<file path="src/txport_pkg.sv">
// Purpose: Shared constants for the serial host port of the transmitter.
// Assumes: Byte-wide registers, seven-bit register addresses.
// Notes:   Offsets are register addresses on the serial bus.
package txport_pkg;
  localparam logic [6:0] ADDR_IRQ_STATUS_1 = 7'h03;
  localparam logic [6:0] ADDR_IRQ_STATUS_2 = 7'h04;
  localparam logic [6:0] ADDR_IRQ_ENABLE_1 = 7'h05;
  localparam logic [6:0] ADDR_IRQ_ENABLE_2 = 7'h06;
  localparam logic [6:0] ADDR_GPIO0_CFG    = 7'h0B;
  localparam logic [6:0] ADDR_GPIO1_CFG    = 7'h0C;
  localparam logic [6:0] ADDR_GPIO2_CFG    = 7'h0D;
  localparam logic [6:0] ADDR_TX_HIGH_THR  = 7'h7C;
  localparam logic [6:0] ADDR_TX_LOW_THR   = 7'h7D;
  localparam logic [6:0] ADDR_FIFO_DATA    = 7'h7F;
  localparam logic [7:0] RST_TX_HIGH_THR   = 8'h37;
  localparam logic [7:0] RST_TX_LOW_THR    = 8'h04;
  localparam logic [7:0] RST_GPIO_CFG      = 8'h00;
  localparam logic [7:0] RST_IRQ_ENABLE    = 8'h00;
  localparam int         THR_MSB           = 5;
  localparam int         RW_BIT            = 7;
  localparam int         ST_FULL_BIT       = 7;
  localparam int         ST_EMPTY_BIT      = 6;
  localparam int         ST_ALMOST_FULL    = 5;
  localparam int         ST_ALMOST_EMPTY   = 4;
  localparam logic [4:0] GP_CLOCK_OUT      = 5'h00;
  localparam logic [4:0] GP_POR            = 5'h01;
  localparam logic [4:0] GP_WAKE_TIMER     = 5'h02;
  localparam logic [4:0] GP_LOW_BATTERY    = 5'h03;
  localparam logic [4:0] GP_FIFO_ALMOST_FULL  = 5'h04;
  localparam logic [4:0] GP_FIFO_ALMOST_EMPTY = 5'h05;
  typedef enum logic [1:0] {SP_CMD, SP_DATA} spi_phase_t;
endpackage : txport_pkg

</file>
<file path="src/tx_fifo_serial_host_port.sv">
// Purpose: Four-line serial host port with transmit FIFO loading and register readback.
// Assumes: Serial pins and shutdown are asynchronous and synchronised on CORE_CLK.
// Notes:   Serial clock must be well below CORE_CLK / 4.
`timescale 1ns/1ps
module tx_fifo_serial_host_port
  import txport_pkg::*;
#(
  parameter int DEPTH = 64
) (
  input  wire logic       CORE_CLK,
  input  wire logic       SYS_RST,
  input  wire logic       CLK_EN,
  input  wire logic       SERIAL_SELECT_LOW,
  input  wire logic       SERIAL_CLK,
  input  wire logic       SERIAL_INPUT_LINE,
  input  wire logic       POWER_DOWN_INPUT,
  input  wire logic       POR_EVENT,
  input  wire logic       WAKE_EVENT,
  input  wire logic       LOW_BATTERY,
  input  wire logic       TX_POP,
  output logic            SERIAL_OUTPUT_LINE,
  output logic            INTERRUPT_OUT_LOW,
  output logic [2:0]      GPIO_OUT,
  output logic [7:0]      TX_DATA,
  output logic            TX_VALID
);
  localparam int AW = $clog2(DEPTH);

  // Refuse depths that the wrapping pointer arithmetic cannot serve.
  if (DEPTH < 4 || DEPTH > 64 || (DEPTH & (DEPTH - 1)) != 0) begin : g_depth_bad
    $error("DEPTH must be a power of two from 4 to 64");
  end

  ////////////////////////////////////////////////////////////////////////////////
  // Synchronisers: two flops before anything reads a serial pin or the shutdown pin.
  logic [4:0] s1_q, s1_d, s2_q, s2_d;
  logic       sck_prev_q, sck_prev_d;
  logic       sel_n, sck, serial_input_line, pd, rise, fall, rst;

  always_comb begin
    s1_d       = {SERIAL_SELECT_LOW, SERIAL_CLK, SERIAL_INPUT_LINE, POWER_DOWN_INPUT, 1'b0};
    s2_d       = s1_q;
    sck_prev_d = s2_q[3];
  end

  always_ff @(posedge CORE_CLK) begin
    if (SYS_RST) begin
      s1_q       <= 5'h10;                    // Idle levels: deselected, clock low.
      s2_q       <= 5'h10;                    // No false clock edge after reset.
      sck_prev_q <= 1'b0;
    end else if (CLK_EN) begin
      s1_q       <= s1_d;
      s2_q       <= s2_d;
      sck_prev_q <= sck_prev_d;
    end
  end

  assign sel_n = s2_q[4];
  assign sck   = s2_q[3];
  assign serial_input_line   = s2_q[2];
  assign pd    = s2_q[1];
  assign rst   = SYS_RST | pd;
  assign rise  = ~sel_n & sck & ~sck_prev_q;
  assign fall  = ~sel_n & ~sck & sck_prev_q;

  ////////////////////////////////////////////////////////////////////////////////
  // Serial engine, registers and FIFO state.
  spi_phase_t      ph_q, ph_d;
  logic [2:0]      bit_q, bit_d;
  logic [7:0]      sh_q, sh_d, out_q, out_d;
  logic            wr_q, wr_d;
  logic [6:0]      adr_q, adr_d;
  logic [7:0]      hthr_q, hthr_d, lthr_q, lthr_d;
  logic [7:0]      en1_q, en1_d, en2_q, en2_d;
  logic [7:0]      st1_q, st1_d, st2_q, st2_d;
  logic [7:0]      gcfg_q [3];
  logic [7:0]      gcfg_d [3];
  logic [7:0]      mem_q [DEPTH];
  logic [AW:0]     wp_q, wp_d, rp_q, rp_d, cnt;
  logic            mem_we;
  logic [7:0]      byte_in, rdata;
  logic            byte_done, rd_st1, rd_st2;
  logic [7:0]      ev1, ev2;
  logic            tx_v_q, tx_v_d, irq_q, irq_d;
  logic [7:0]      tx_q, tx_d;
  logic [2:0]      gp_q, gp_d;
  logic [5:0]      clkdiv_q, clkdiv_d;
  logic            pop_ok;

  assign cnt       = wp_q - rp_q;
  assign byte_in   = {sh_q[6:0], serial_input_line};
  assign byte_done = rise && (bit_q == 3'd7);

  // Readback mux for registers.
  always_comb begin
    case (adr_q)
      ADDR_IRQ_STATUS_1: rdata = st1_q;
      ADDR_IRQ_STATUS_2: rdata = st2_q;
      ADDR_IRQ_ENABLE_1: rdata = en1_q;
      ADDR_IRQ_ENABLE_2: rdata = en2_q;
      ADDR_GPIO0_CFG:    rdata = gcfg_q[0];
      ADDR_GPIO1_CFG:    rdata = gcfg_q[1];
      ADDR_GPIO2_CFG:    rdata = gcfg_q[2];
      ADDR_TX_HIGH_THR:  rdata = {2'b00, hthr_q[THR_MSB:0]};
      ADDR_TX_LOW_THR:   rdata = {2'b00, lthr_q[THR_MSB:0]};
      default:           rdata = 8'h0_0;
    endcase
  end

  // Next-state of the serial engine, registers and FIFO.
  always_comb begin
    ph_d = ph_q; bit_d = bit_q; sh_d = sh_q; out_d = out_q;
    wr_d = wr_q; adr_d = adr_q; hthr_d = hthr_q; lthr_d = lthr_q;
    en1_d = en1_q; en2_d = en2_q; gcfg_d = gcfg_q;
    wp_d = wp_q; rp_d = rp_q; mem_we = 1'b0; rd_st1 = 1'b0; rd_st2 = 1'b0;
    tx_v_d = tx_v_q; tx_d = tx_q; pop_ok = 1'b0;
    if (sel_n) begin
      ph_d  = SP_CMD;
      bit_d = 3'd0;
      out_d = 8'h0_0;
    end else if (rise) begin
      sh_d  = byte_in;
      bit_d = bit_q + 3'd1;
      if (byte_done) begin
        if (ph_q == SP_CMD) begin
          wr_d  = byte_in[RW_BIT];
          adr_d = byte_in[6:0];
          ph_d  = SP_DATA;
        end else begin
          if (wr_q) begin
            case (adr_q)
              ADDR_IRQ_ENABLE_1: en1_d = byte_in;
              ADDR_IRQ_ENABLE_2: en2_d = byte_in;
              ADDR_GPIO0_CFG:    gcfg_d[0] = byte_in;
              ADDR_GPIO1_CFG:    gcfg_d[1] = byte_in;
              ADDR_GPIO2_CFG:    gcfg_d[2] = byte_in;
              ADDR_TX_HIGH_THR:  hthr_d = {2'b00, byte_in[THR_MSB:0]};
              ADDR_TX_LOW_THR:   lthr_d = {2'b00, byte_in[THR_MSB:0]};
              ADDR_FIFO_DATA: begin
                if (cnt != (AW + 1)'(DEPTH)) begin
                  mem_we = 1'b1;
                  wp_d   = wp_q + 1'b1;
                end
              end
              default: ;
            endcase
          end else begin
            rd_st1 = (adr_q == ADDR_IRQ_STATUS_1);
            rd_st2 = (adr_q == ADDR_IRQ_STATUS_2);
          end
          if (adr_q != ADDR_FIFO_DATA) begin
            adr_d = adr_q + 7'd1;
          end                                   // FIFO address stays fixed.
        end
      end
    end else if (fall && ph_q == SP_DATA) begin
      out_d = (bit_q == 3'd0) ? rdata : {out_q[6:0], 1'b0};
    end
    // One-entry output stage: a stalled sink never loses a word.
    if (!tx_v_q || TX_POP) begin
      pop_ok = (cnt != '0);
      tx_v_d = pop_ok;
      if (pop_ok) begin
        tx_d = mem_q[rp_q[AW-1:0]];
        rp_d = rp_q + 1'b1;
      end
    end
  end

  // Event collection, status bits, interrupt pin and GPIO muxing.
  always_comb begin
    gp_d = 3'b000;
    ev1 = 8'h00;
    ev1[ST_FULL_BIT]     = (cnt == (AW + 1)'(DEPTH));
    ev1[ST_ALMOST_FULL]  = (cnt > (AW + 1)'(hthr_q[THR_MSB:0]));
    ev1[ST_ALMOST_EMPTY] = (cnt <= (AW + 1)'(lthr_q[THR_MSB:0]));
    ev1[ST_EMPTY_BIT]    = (cnt == '0);
    ev2 = {1'b0, POR_EVENT, 1'b0, WAKE_EVENT, LOW_BATTERY, 3'b000};
    st1_d = (rd_st1 ? 8'h0_0 : st1_q) | ev1;    // Set wins over clear.
    st2_d = (rd_st2 ? 8'h0_0 : st2_q) | ev2;
    irq_d = ~(|(st1_d & en1_q) | |(st2_d & en2_q));
    clkdiv_d = clkdiv_q + 6'd1;
    for (int i = 0; i < 3; i++) begin
      case (gcfg_q[i][4:0])
        GP_CLOCK_OUT:         gp_d[i] = clkdiv_q[2];
        GP_POR:               gp_d[i] = POR_EVENT;
        GP_WAKE_TIMER:        gp_d[i] = WAKE_EVENT;
        GP_LOW_BATTERY:       gp_d[i] = LOW_BATTERY;
        GP_FIFO_ALMOST_FULL:  gp_d[i] = ev1[ST_ALMOST_FULL];
        GP_FIFO_ALMOST_EMPTY: gp_d[i] = ev1[ST_ALMOST_EMPTY];
        default:              gp_d[i] = 1'b0;
      endcase
    end
  end

  // Registered state; shutdown acts exactly like reset.
  always_ff @(posedge CORE_CLK) begin
    if (rst) begin
      ph_q <= SP_CMD; bit_q <= 3'd0; sh_q <= 8'h0_0; out_q <= 8'h0_0;
      wr_q <= 1'b0; adr_q <= 7'h0_0;
      hthr_q <= RST_TX_HIGH_THR; lthr_q <= RST_TX_LOW_THR;
      en1_q <= RST_IRQ_ENABLE; en2_q <= RST_IRQ_ENABLE;
      st1_q <= 8'h0_0; st2_q <= 8'h0_0;
      for (int i = 0; i < 3; i++) gcfg_q[i] <= RST_GPIO_CFG;
      wp_q <= '0; rp_q <= '0; tx_v_q <= 1'b0; tx_q <= 8'h0_0;
      irq_q <= 1'b1; gp_q <= 3'b000; clkdiv_q <= 6'h0_0;
    end else if (CLK_EN) begin
      ph_q <= ph_d; bit_q <= bit_d; sh_q <= sh_d; out_q <= out_d;
      wr_q <= wr_d; adr_q <= adr_d; hthr_q <= hthr_d; lthr_q <= lthr_d;
      en1_q <= en1_d; en2_q <= en2_d; st1_q <= st1_d; st2_q <= st2_d;
      gcfg_q <= gcfg_d;
      wp_q <= wp_d; rp_q <= rp_d; tx_v_q <= tx_v_d; tx_q <= tx_d;
      irq_q <= irq_d; gp_q <= gp_d; clkdiv_q <= clkdiv_d;
      if (mem_we) mem_q[wp_q[AW-1:0]] <= byte_in;
    end
  end

  assign SERIAL_OUTPUT_LINE = out_q[7];
  assign INTERRUPT_OUT_LOW  = irq_q;
  assign GPIO_OUT           = gp_q;
  assign TX_DATA            = tx_q;
  assign TX_VALID           = tx_v_q;
endmodule : tx_fifo_serial_host_port

</file>
<file path="config.mk">
export PLATFORM = sky130hd
export DESIGN_NAME = tx_fifo_serial_host_port
export DESIGN_NICKNAME = d
export VERILOG_FILES = /design/src/txport_pkg.sv /design/src/tx_fifo_serial_host_port.sv
export SDC_FILE = /design/constraint.sdc
export NUM_CORES = 1
export LEC_CHECK = 0
export ABC_AREA = 0
export ABC_CLOCK_PERIOD_IN_PS = 6500
export BUFFER_PORTS_ARGS = -buffer_cell sky130_fd_sc_hd__buf_2
export CORE_MARGIN = 5
export CORE_UTILIZATION = 45
export DETAILED_ROUTE_END_ITERATION = 12
export GPL_TIMING_DRIVEN = 0
export SLEW_MARGIN = 20
export SYNTH_ARGS = -nofsm -noshare
export SYNTH_HDL_FRONTEND = slang
export SYNTH_SLANG_ARGS = --single-unit
</file>
<file path="constraint.sdc">
create_clock -name CORE_CLK -period 6.5 [get_ports CORE_CLK]
set_input_delay 1.95 -clock CORE_CLK [delete_from_list [all_inputs] [get_ports CORE_CLK]]
set_output_delay 1.95 -clock CORE_CLK [all_outputs]
set_load 0.01 [all_outputs]
</file>
==> results of run 1 <==
==> power groups by stage <==
stage	Sequential [mW]	Combinational, mW	Clock (mW)
2_1_floorplan	4.54	0.756	0
3_3_place_gp	4.56	1.17	0
3_5_place_dp	4.56	1.18	0
4_1_cts	4.47	1.18	3.81
5_1_grt	4.47	1.25	3.99
6_report	4.48	1.16	3.77
==> cells in the final DEF, fill, tap and decap left out, drive strengths merged, types with 18 or more instances in the layout <==
| master | netlist | final |
|---|---|---|
| buf | 55 | 91 |
| clkbuf | 46 | 142 |
| nor3 | 32 | 32 |
| edfxtp | 512 | 512 |
| o21ai | 41 | 41 |
| and3 | 26 | 26 |
| nand2 | 92 | 92 |
| nand3 | 36 | 36 |
| mux2i | 78 | 78 |
| mux4 | 122 | 122 |
| nor2b | 18 | 18 |
| clkinv | 2 | 23 |
| inv | 26 | 31 |
| a21oi | 56 | 56 |
| ha | 28 | 28 |
| dfxtp | 134 | 134 |
| a22oi | 47 | 47 |
| nor2 | 154 | 154 |
==> routing by layer <==
metal / up-vias / part of all wire (%) / GRT usage, %
met4: 0 / 4.1 / 8.94
li1: 6955 / - / -
met2: 672 / 47 / 38.6
met1: 8352 / 42 / 33.9
met5: - / 0 / 0
met3: 179 / 7.2 / 4.27
==> path summary, 6_finish.rpt <==
| kind | from | end | slack [ps] | cells after the start |
|---|---|---|---|---|
| max | rp_q[2] | mem_q[10][0] | 260 | 13 |
| min reg2reg | s1_q[4] | s2_q[4] | 450 | 1 |
| min | s1_q[4] | s2_q[4] | 450 | 1 |
| max reg2reg | rp_q[2] | mem_q[10][0] | 260 | 13 |
==> flip-flops by register name, indices dropped and copies added, names as in the netlist, 8 cells and up <==
| name | count |
|---|---|
| en1_q | 8 |
| TX_DATA | 8 |
| en2_q | 8 |
| st2_q | 8 |
| mem_q | 512 |
| out_q | 8 |
| st1_q | 8 |
| gcfg_q | 24 |
==> metrics by stage <==
stage	utilization [%]	instances	setup slack (ps)	setup TNS, ps
detailed placement	47.7	2520	334	0
global route	51.3	2646	29.5	0
CTS	51.3	2646	290	0
floorplan	-	1711	2130	0
global placement	47.2	2508	-353	-27190
finish	51.3	2646	258	0
==> area by class of cell <==
type                            count  area, sq um  area share, %
Buffer                            102          495           1.64
Clock buffer                       96         1890           6.25
Clock inverter                     30          243          0.803
Inverter                           28          105          0.348
Multi-Input combinational cell    935         8200           27.1
Sequential cell                   646        18100           59.8
Tap cell                          773          967           3.20
Timing Repair Buffer               36          243          0.803
==> cell families after synthesis <==
kind of cell    Yosys count  share of synthesized area (%)
compound gates          254                           6.64
simple gates            426                           7.99
fa+ha+maj                29                           1.39
buf+inv                 130                           2.24
flops                   646                           67.5
xor+xnor                  9                          0.295
mux                     217                           13.9
==> repair_timing <==
action                                  4_1_cts  5_1_grt
hold endpoints to repair                      0        0
gates resized for setup                       0        1
endpoints found under the setup margin        0        8
setup buffers                                 0        0
==> critical path: stages (launching register included) <==
cell      delay, ps
dfxtp_1         310
buf_2           280
buf_1           730
clkinv_1        670
clkbuf_2        530
ha_1            490
nand3_1         110
a21oi_1         210
mux2i_1         270
nand2_2         210
a21oi_2         620
nand3b_2        330
buf_2           280
nor2_1          770
==> results.txt, run 1 <==
----------------------------------------------------
[Die]
  Overall die area ... 64400 sq um
  FP Rows ... 89
  Initial Util ... 45.4%
  DIE HEIGHT ... 254 um
  Die Width ... 254 um
  IO Count ... 25
  Area of the placeable core ... 58900 sq um

[Global routing]
  Vias in the first global route ... 16039
  Pin count of the biggest net entering global routing ... 72
  Global route total overflow ... 0
  Global-route wire length before repair ... 113 mm
  Total routing resource utilization after global routing ... 24.3%
  Number of antenna violations at the first check in global routing ... 1

[Synthesis]
  Dominant cell by count in the synthesized netlist ... edfxtp_1
  Leading post-synthesis cells by cell area ... edfxtp_1 (58%), mux4_2 (10%), dfxtp_1 (10%), mux2i_1 (2.9%), nor2_1 (2.0%)
  Warnings, synthesis ... 0
  Average cell area after synthesis ... 15.6 sq um
  Post-synthesis cell count ... 1711
  Synth Net Count ... 1751
  Cell type contributing the most total cell area after synthesis ... edfxtp_1
  Number of register bits inferred by synthesis ... 646
  Number of distinct standard cells referenced by the synthesized netlist ... 83
  Number of enable flip-flop cells after synthesis ... 512
  Main synth FF type ... edfxtp_1
  Yosys top cell area share ... 57.5%
  Most used standard cells in the synthesized netlist ... edfxtp_1 (512), nor2_1 (144), dfxtp_1 (134), mux4_2 (122), nand2_1 (90)
  Share of synthesized flip-flops with an asynchronous set or reset ... 0%
  Netlist area before placement ... 26700 sq um
  Register area share after synthesis ... 67.5%

[Placement]
  Placed cell areas ... 28100 sq um
  Sum of net half-perimeters after detailed placement ... 51.8 mm
  Last weighted congestion value of the routability-driven placer ... 0.946
  Number of buffers added on ports ... 24

[Worst setup path]
  Crit path DAT ... 6480 ps
  Category of the worst setup path launch point ... flip-flop
  CP Data Required Time ... 6730 ps
  Type of the setup path with the least slack ... reg2reg
  Crit Path Max Fanout ... 10
  CP endpoint kind ... flip-flop

[Route]
  Via-to-Cell Ratio ... 6.11
  First-iteration detailed-routing DRC count ... 1630
  Total detailed-routing wirelength ... 77.6 mm
  Vias after detailed routing ... 16158
  Wire length per cell ... 29.3 um
  Detail Route Antenna Nets ... 0
  DRC violation count after routing ... 0
  Drt first pass iters ... 7

[Timing]
  Minimum clock period after layout ... 6240 ps
  Final setup skew ... 31.5 ps
  Setup repair after global routing missed its margin ... no
  Worst hold-check slack ... 454 ps
  Upper clock frequency limit ... 160 MHz
  Post-route clock period utilization ... 96.0%
  Number of slew-limit violations in the final report ... 0
  Worst slew margin ... 29.3%
  Final Setup Violations ... 0
  Count of final hold-check violations ... 0
  Transition time at the pin with the least slew margin ... 1060 ps

[Pwr]
  Comb power frac ... 12.4%
  Sequential power share ... 47.6%
  Switching pwr ... 2.40 mW
  Power after layout ... 9.40 mW
  Clock network fraction of design power ... 40.1%
  Switching share of power ... 25.5%
  Power density over the cells ... 311 nW/um^2
  Leak pwr ... 9.73 nW
  Worst vdd rail ir drop ... 0.241 mV
  Total internal power ... 7.00 mW

[Final layout]
  Antenna cell count ... 0
  Post-Layout Inst Area ... 30200 sq um
  Total Nets Final ... 1858
  Fill cells ... 4887
  Proportion of layout cells with a drive suffix above 1 ... 20.9%
  Area overhead of the layout relative to synthesis ... 13.1%

[Min path]
  Worst hold path class ... reg2reg

[Clocking]
  CTS H-tree lvls ... 3
  Number of CTS-inserted buffers ... 69
  Total clock sinks ... 646
  Maximum clock path buffer count ... 3
  Insertion delay to the later sink of the worst-skew pair ... 630 ps
  Clock tree from TritonCTS ... yes
  Master cell of the clock root buffer ... clkbuf_16
  Cts hold-fix bufs ... 0
  Clk pin slew, worst setup/hold paths ... 60 ps

[Run status]
  Status ... completed

[Run]
  Max Cap Violations ... 0

----------------------------------------------------
No activity file was read; power rests on OpenSTA's default activity.
==> run 2, diff against run 1 <==
Settings changed: PLACE_DENSITY from default to 0.59.
==> run 2 against run 1 <==
Effect of this change: sequential power barely moved; critical path depth did not move; register-to-register slack improved by 390 ps; highest routed layer unchanged.
==> results.txt, run 2 (same netlist as run 1, synthesis figures left out) <==
----------------------------------------------------
[Final layout]
  Max reg flops ... 512 (unchanged)
  Multi-input gate area ... 8200 sq um (about the same)
  Most frequent standard cell in the layout excluding fill and tap cells ... edfxtp_1
  Utilization after layout ... 51.9% (+0.56 points)
  Fill cells ... 4815 (-1.5%)
  Most used cells in the layout excluding fill and tap cells ... edfxtp_1 (512), nor2_1 (144), dfxtp_1 (126)
  Total Nets Final ... 1864 (+0.32%)
  Proportion of layout cells with a drive suffix above 1 ... 21.6% (+0.76 points)
  Area overhead of the layout relative to synthesis ... 14.3%
  Antenna cell count ... 0 (unchanged)
  Area taken by flip-flops and latches ... 18100 sq um (about the same)
  Number of standard cells in the layout, taps in and fillers out ... 2654 (+0.30%)

[Worst setup path]
  Category of the worst setup path launch point ... flip-flop
  CP most frequent cell ... buf_2
  Cell Chain, Critical Path ... buf_2 > buf_2 > clkinv_1 > clkbuf_1 > ha_1 > nand3_1 > a21oi_1 > mux2i_1 > nand2_2 > a21oi_2 > nand3b_2 > buf_2 > nor2_1
  Type of the setup path with the least slack ... reg2reg
  Crit path DAT ... 6080 ps (-400 ps)
  Register-to-register path setup slack ... 650 ps (+390 ps)
  CP Data Required Time ... 6730 ps (about the same)
  CP endpoint kind ... flip-flop
  Slowest-stage cell, CP ... nor2_1
  Crit Path Max Fanout ... 10 (unchanged)
  Longest individual stage delay on the worst path ... 730 ps (-40 ps)

[Clocking]
  Post-CTS sizing ... 0 (unchanged)
  Master cell of the clock root buffer ... clkbuf_16
  Insertion delay to the later sink of the worst-skew pair ... 630 ps (about the same)
  Total clock sinks ... 646 (unchanged)
  Cts hold-fix bufs ... 0 (unchanged)
  Clk pin slew, worst setup/hold paths ... 60 ps (about the same)
  Clock tree from TritonCTS ... yes
  CTS H-tree lvls ... 3 (unchanged)
  Post-CTS setup-driven buffer insertion count ... 0 (unchanged)
  Number of CTS-inserted buffers ... 70 (+1.4%)
  Maximum clock path buffer count ... 3 (unchanged)

[Placement]
  Number of cells after detailed placement ... 2525 (+0.20%)
  Last weighted congestion value of the routability-driven placer ... 0.941 (-0.62%)
  Worst Setup Slack post-DPL ... 803 ps (+469 ps)
  Sum of net half-perimeters after detailed placement ... 52.7 mm (+1.7%)
  Number of buffers added on ports ... 24 (unchanged)

[Timing]
  Setup repair after global routing missed its margin ... no
  Number of slew-limit violations in the final report ... 0 (unchanged)
  Final setup skew ... 28.5 ps (-2.99 ps)
  Minimum clock period after layout ... 5850 ps (-389 ps)
  Worst hold-check slack ... 461 ps (+7.30 ps)
  Final Setup Violations ... 0 (unchanged)
  Transition time at the pin with the least slew margin ... 1040 ps (-20.3 ps)
  Upper clock frequency limit ... 171 MHz (+6.7%)
  Count of final hold-check violations ... 0 (unchanged)
  Post-route clock period utilization ... 90.0% (-6.0 points)
  Worst slew margin ... 30.7% (+1.4 points)
  Post-layout worst setup margin ... 648 ps (+389 ps)

[Pwr]
  Leak pwr ... 9.89 nW (+1.6%)
  Power density over the cells ... 318 nW/um^2 (+2.3%)
  Worst vdd rail ir drop ... 0.292 mV (+21%)

[Route]
  DRC violation count after routing ... 0 (unchanged)
  Total detailed-routing wirelength ... 77.6 mm (about the same)
  Via-to-Cell Ratio ... 6.12 (+0.29%)
  Wire length per cell ... 29.2 um (-0.40%)
  Vias after detailed routing ... 16254 (+0.59%)
  Detail Route Antenna Nets ... 0 (unchanged)
  First-iteration detailed-routing DRC count ... 2173 (+33%)
  Drt first pass iters ... 6 (-1)

[Global routing]
  Total routing resource utilization after global routing ... 24.1% (-0.12 points)
  Pin count of the biggest net entering global routing ... 66 (-8.3%)
  Global-route wire length before repair ... 113 mm (-0.22%)
  Global route total overflow ... 0 (unchanged)
  Number of antenna violations at the first check in global routing ... 0 (-1)
  Vias in the first global route ... 16065 (+0.16%)

[Run]
  Max Cap Violations ... 0 (unchanged)

[Die]
  Initial Util ... 45.4% (unchanged)
  Area of the placeable core ... 58900 sq um (unchanged)
  FP Rows ... 89 (unchanged)
  Overall die area ... 64400 sq um (unchanged)
  Die Width ... 254 um (unchanged)
  IO Count ... 25 (unchanged)
  DIE HEIGHT ... 254 um (unchanged)

[Min path]
  Worst hold path class ... reg2reg

[Run status]
  Status ... completed

----------------------------------------------------
==> run 2: changes by cell type in the layout (fill, tap and decap cells not counted), moves of 2 or more <==
cell,delta
buf_4,-4
clkbuf_8,-4
clkbuf_1,-6
buf_6,+5
buf_12,+3
clkinv_2,+3
dfxtp_4,-2
inv_16,+2
clkbuf_16,+3
bufinv_16,+5
dfxtp_2,+2
clkinv_1,-2
==> run 2: cell type report <==
type / instances / area share [%]
clock buffer: 88 / 6.16
multi-input combinational: 935 / 26.8
buffer: 102 / 1.62
timing repair buffer: 41 / 1.17
inverter: 28 / 0.344
clock inverter: 41 / 1.54
sequential: 646 / 59.2
tap: 773 / 3.17
==> run 2: report_power, final <==
group          internal [mW]  switching [mW]  total, mW
sequential              4.43          0.0423       4.47
clock                   2.40            1.67       4.08
combinational          0.414           0.762       1.18
total                   7.25            2.48       9.72
==> run 2: per-stage QoR <==
step	power, mW	setup TNS [ps]	cell area [sq um]
floorplan	5.30	0	26700
global placement	5.73	-23050	27800
detailed placement	5.74	0	28200
CTS	9.79	0	30600
global route	10.0	0	30600
finish	9.72	0	30600
==> run 2: layer usage <==
metal	global-route usage (%)	share of wire [%]	up-vias	wire length (um)
met4	7.29	3.4	0	2600
met2	38.1	47	787	36600
met1	34.1	41	8334	31900
met3	5.23	8.3	160	6430
met5	0	0	-	0
li1	-	-	6973	-
==> run 2: worst max-delay path: cells and delay by family, from the launching register on <==
family          cells  cell delay, ps
buf+inv             5            1980
mux                 1             280
compound gates      2             900
fa+ha+maj           1             550
flops               1             300
simple gates        4            1420
==> run 2: worst paths after layout <==
| kind | to | depth (start not counted) | startpoint |
|---|---|---|---|
| setup / recovery | mem_q[25][2] | 13 | rp_q[2] |
| hold / removal | s2_q[4] | 1 | s1_q[4] |
| setup reg to reg | mem_q[25][2] | 13 | rp_q[2] |
| hold reg to reg | s2_q[4] | 1 | s1_q[4] |
==> run 3, diff against run 2 <==
Settings changed: CORE_UTILIZATION 45 to 40, HOLD_SLACK_MARGIN from default to 0.03, PLACE_DENSITY 0.59 to 0.54.
==> run 3 against run 2 <==
Effect of this change: first-iteration DRC count is 9.2% lower; maximum frequency rose by 3.3%; combinational power barely moved; clock power up 1%; global-route usage fell by 2.0 points; register-to-register slack improved by 190 ps; critical path type unchanged; highest routed layer unchanged.
==> results.txt, run 3 (same netlist as run 1, synthesis figures left out) <==
----------------------------------------------------
[Pwr]
  Leak pwr ... 9.87 nW (-0.25%)
  Worst vdd rail ir drop ... 0.215 mV (-26%)
  Power after layout ... 9.79 mW (+0.64%)
  Power density over the cells ... 319 nW/um^2 (+0.37%)

[Placement]
  Placed cell areas ... 28300 sq um (+0.16%)
  Sum of net half-perimeters after detailed placement ... 52.6 mm (-0.23%)
  Number of buffers added on ports ... 24 (unchanged)
  Number of cells after detailed placement ... 2615 (+3.6%)
  Last weighted congestion value of the routability-driven placer ... 0.930 (-1.1%)
  Worst Setup Slack post-DPL ... 138 ps (-665 ps)

[Min path]
  Worst hold path class ... reg2reg

[Worst setup path]
  Category of the worst setup path launch point ... flip-flop
  Longest individual stage delay on the worst path ... 740 ps (about the same)
  Crit Path Max Fanout ... 18 (+8)
  Type of the setup path with the least slack ... reg2reg
  Crit path DAT ... 5900 ps (-180 ps)
  CP most frequent cell ... buf_2
  Buffers plus inverters on the worst setup path ... 4 (-1)
  CP Data Required Time ... 6730 ps (about the same)
  Gate family responsible for the most delay along the worst path ... buffers and inverters
  CP endpoint kind ... flip-flop
  Cell Chain, Critical Path ... buf_2 > clkinv_1 > clkbuf_1 > ha_1 > o21ai_1 > a21oi_1 > o311ai_2 > nor4b_4 > a21oi_2 > nand3b_2 > buf_2 > nor2_1
  Slowest-stage cell, CP ... nor2_1

[Die]
  IO Count ... 25 (unchanged)
  Area of the placeable core ... 66000 sq um (+12%)
  DIE HEIGHT ... 269 um (+5.8%)
  Die Width ... 269 um (+5.8%)
  Initial Util ... 40.5% (-4.9 points)
  Overall die area ... 72100 sq um (+12%)
  FP Rows ... 94 (+5.6%)

[Route]
  DRC violation count after routing ... 0 (unchanged)
  Via-to-Cell Ratio ... 5.97 (-2.5%)
  Detail Route Antenna Nets ... 0 (unchanged)
  Total detailed-routing wirelength ... 79.9 mm (+3.0%)
  Drt first pass iters ... 7 (+1)
  Vias after detailed routing ... 16393 (+0.86%)
  Wire length per cell ... 29.1 um (-0.34%)
  First-iteration detailed-routing DRC count ... 1972 (-9.2%)

[Timing]
  Number of slew-limit violations in the final report ... 0 (unchanged)
  Transition time at the pin with the least slew margin ... 1150 ps (+112 ps)
  Minimum clock period after layout ... 5660 ps (-189 ps)
  Count of final hold-check violations ... 0 (unchanged)
  Worst slew margin ... 22.9% (-7.7 points)
  Setup repair after global routing missed its margin ... no
  Upper clock frequency limit ... 177 MHz (+3.3%)
  Post-layout worst setup margin ... 837 ps (+189 ps)
  Final setup skew ... 34.4 ps (+5.86 ps)
  Final Setup Violations ... 0 (unchanged)
  Post-route clock period utilization ... 87.1% (-2.9 points)

[Global routing]
  Global-route wire length before repair ... 115 mm (+2.0%)
  Number of antenna violations at the first check in global routing ... 0 (unchanged)
  Total routing resource utilization after global routing ... 22.1% (-2.0 points)
  Vias in the first global route ... 16228 (+1.0%)
  Pin count of the biggest net entering global routing ... 72 (+9.1%)
  Global route total overflow ... 0 (unchanged)

[Clocking]
  Total clock sinks ... 646 (unchanged)
  Number of CTS-inserted buffers ... 72 (+2.9%)
  Cts hold-fix bufs ... 0 (unchanged)
  Master cell of the clock root buffer ... clkbuf_16
  CTS H-tree lvls ... 3 (unchanged)
  Clk pin slew, worst setup/hold paths ... 60 ps (about the same)
  Maximum clock path buffer count ... 3 (unchanged)
  Insertion delay to the later sink of the worst-skew pair ... 620 ps (about the same)
  Clock tree from TritonCTS ... yes

[Final layout]
  Proportion of layout cells with a drive suffix above 1 ... 21.4% (-0.19 points)
  Utilization after layout ... 46.4% (-5.4 points)
  Total Nets Final ... 1864 (unchanged)
  Area overhead of the layout relative to synthesis ... 14.6%
  Max reg flops ... 512 (unchanged)
  Number of standard cells in the layout, taps in and fillers out ... 2744 (+3.4%)
  Most frequent standard cell in the layout excluding fill and tap cells ... edfxtp_1
  Post-Layout Inst Area ... 30600 sq um (+0.27%)
  Most used cells in the layout excluding fill and tap cells ... edfxtp_1 (512), nor2_1 (143), dfxtp_1 (126)

[Run status]
  Status ... completed

[Run]
  Max Cap Violations ... 0 (unchanged)

----------------------------------------------------
[run 3: cell count changes in the layout (fill, tap and decap cells not counted), sizes merged]
cell / delta
inv: -6
clkbuf: +3
buf: -2
bufinv: +1
clkinv: +1
clkinvlp: +1
diode: +1
[run 3: final timing paths]
kind,to,cells after the start,from,slack [ps]
setup / recovery,mem_q[15][0],12,rp_q[2],840
hold / removal,s2_q[4],1,s1_q[4],460
setup reg to reg,mem_q[15][0],12,rp_q[2],840
hold reg to reg,s2_q[4],1,s1_q[4],460
[run 3: layout make-up]
| class | instances | area [sq um] |
|---|---|---|
| diodes | 1 | 2.50 |
| plain buffers | 101 | 490 |
| clock buffers | 91 | 1910 |
| clock inverters | 38 | 472 |
| fillers | 5724 | 35300 |
| inverters | 28 | 105 |
| multi-input cells | 935 | 8200 |
| flip-flops and latches | 646 | 18100 |
| well taps | 864 | 1080 |
| repair buffers | 40 | 285 |
[run 3: metrics by stage]
| stage | hold WS (ps) | TNS, ps |
|---|---|---|
| 2_1_floorplan | 427 | 0 |
| 3_3_place_gp | 430 | -7870 |
| 3_5_place_dp | 449 | 0 |
| 4_1_cts | 456 | 0 |
| 5_1_grt | 480 | 0 |
| 6_report | 457 | 0 |
[run 3: per-layer routing]
| layer | share of wire (%) | global-route usage [%] |
|---|---|---|
| met5 | 0 | 0 |
| met4 | 3.8 | 7.82 |
| met3 | 7.7 | 4.64 |
| met2 | 47 | 35.4 |
| met1 | 42 | 30.4 |
[run 3: power by group]
group / internal, mW / leakage [nW] / switching, mW
sequential: 4.43 / 5.89 / 0.0438
clock: 2.46 / 1.15 / 1.67
combinational: 0.414 / 2.82 / 0.771
[run 3: repair_timing]
action	in CTS	in global routing
gates resized for setup	0	1
setup buffers	0	0
endpoints found under the setup margin	0	80
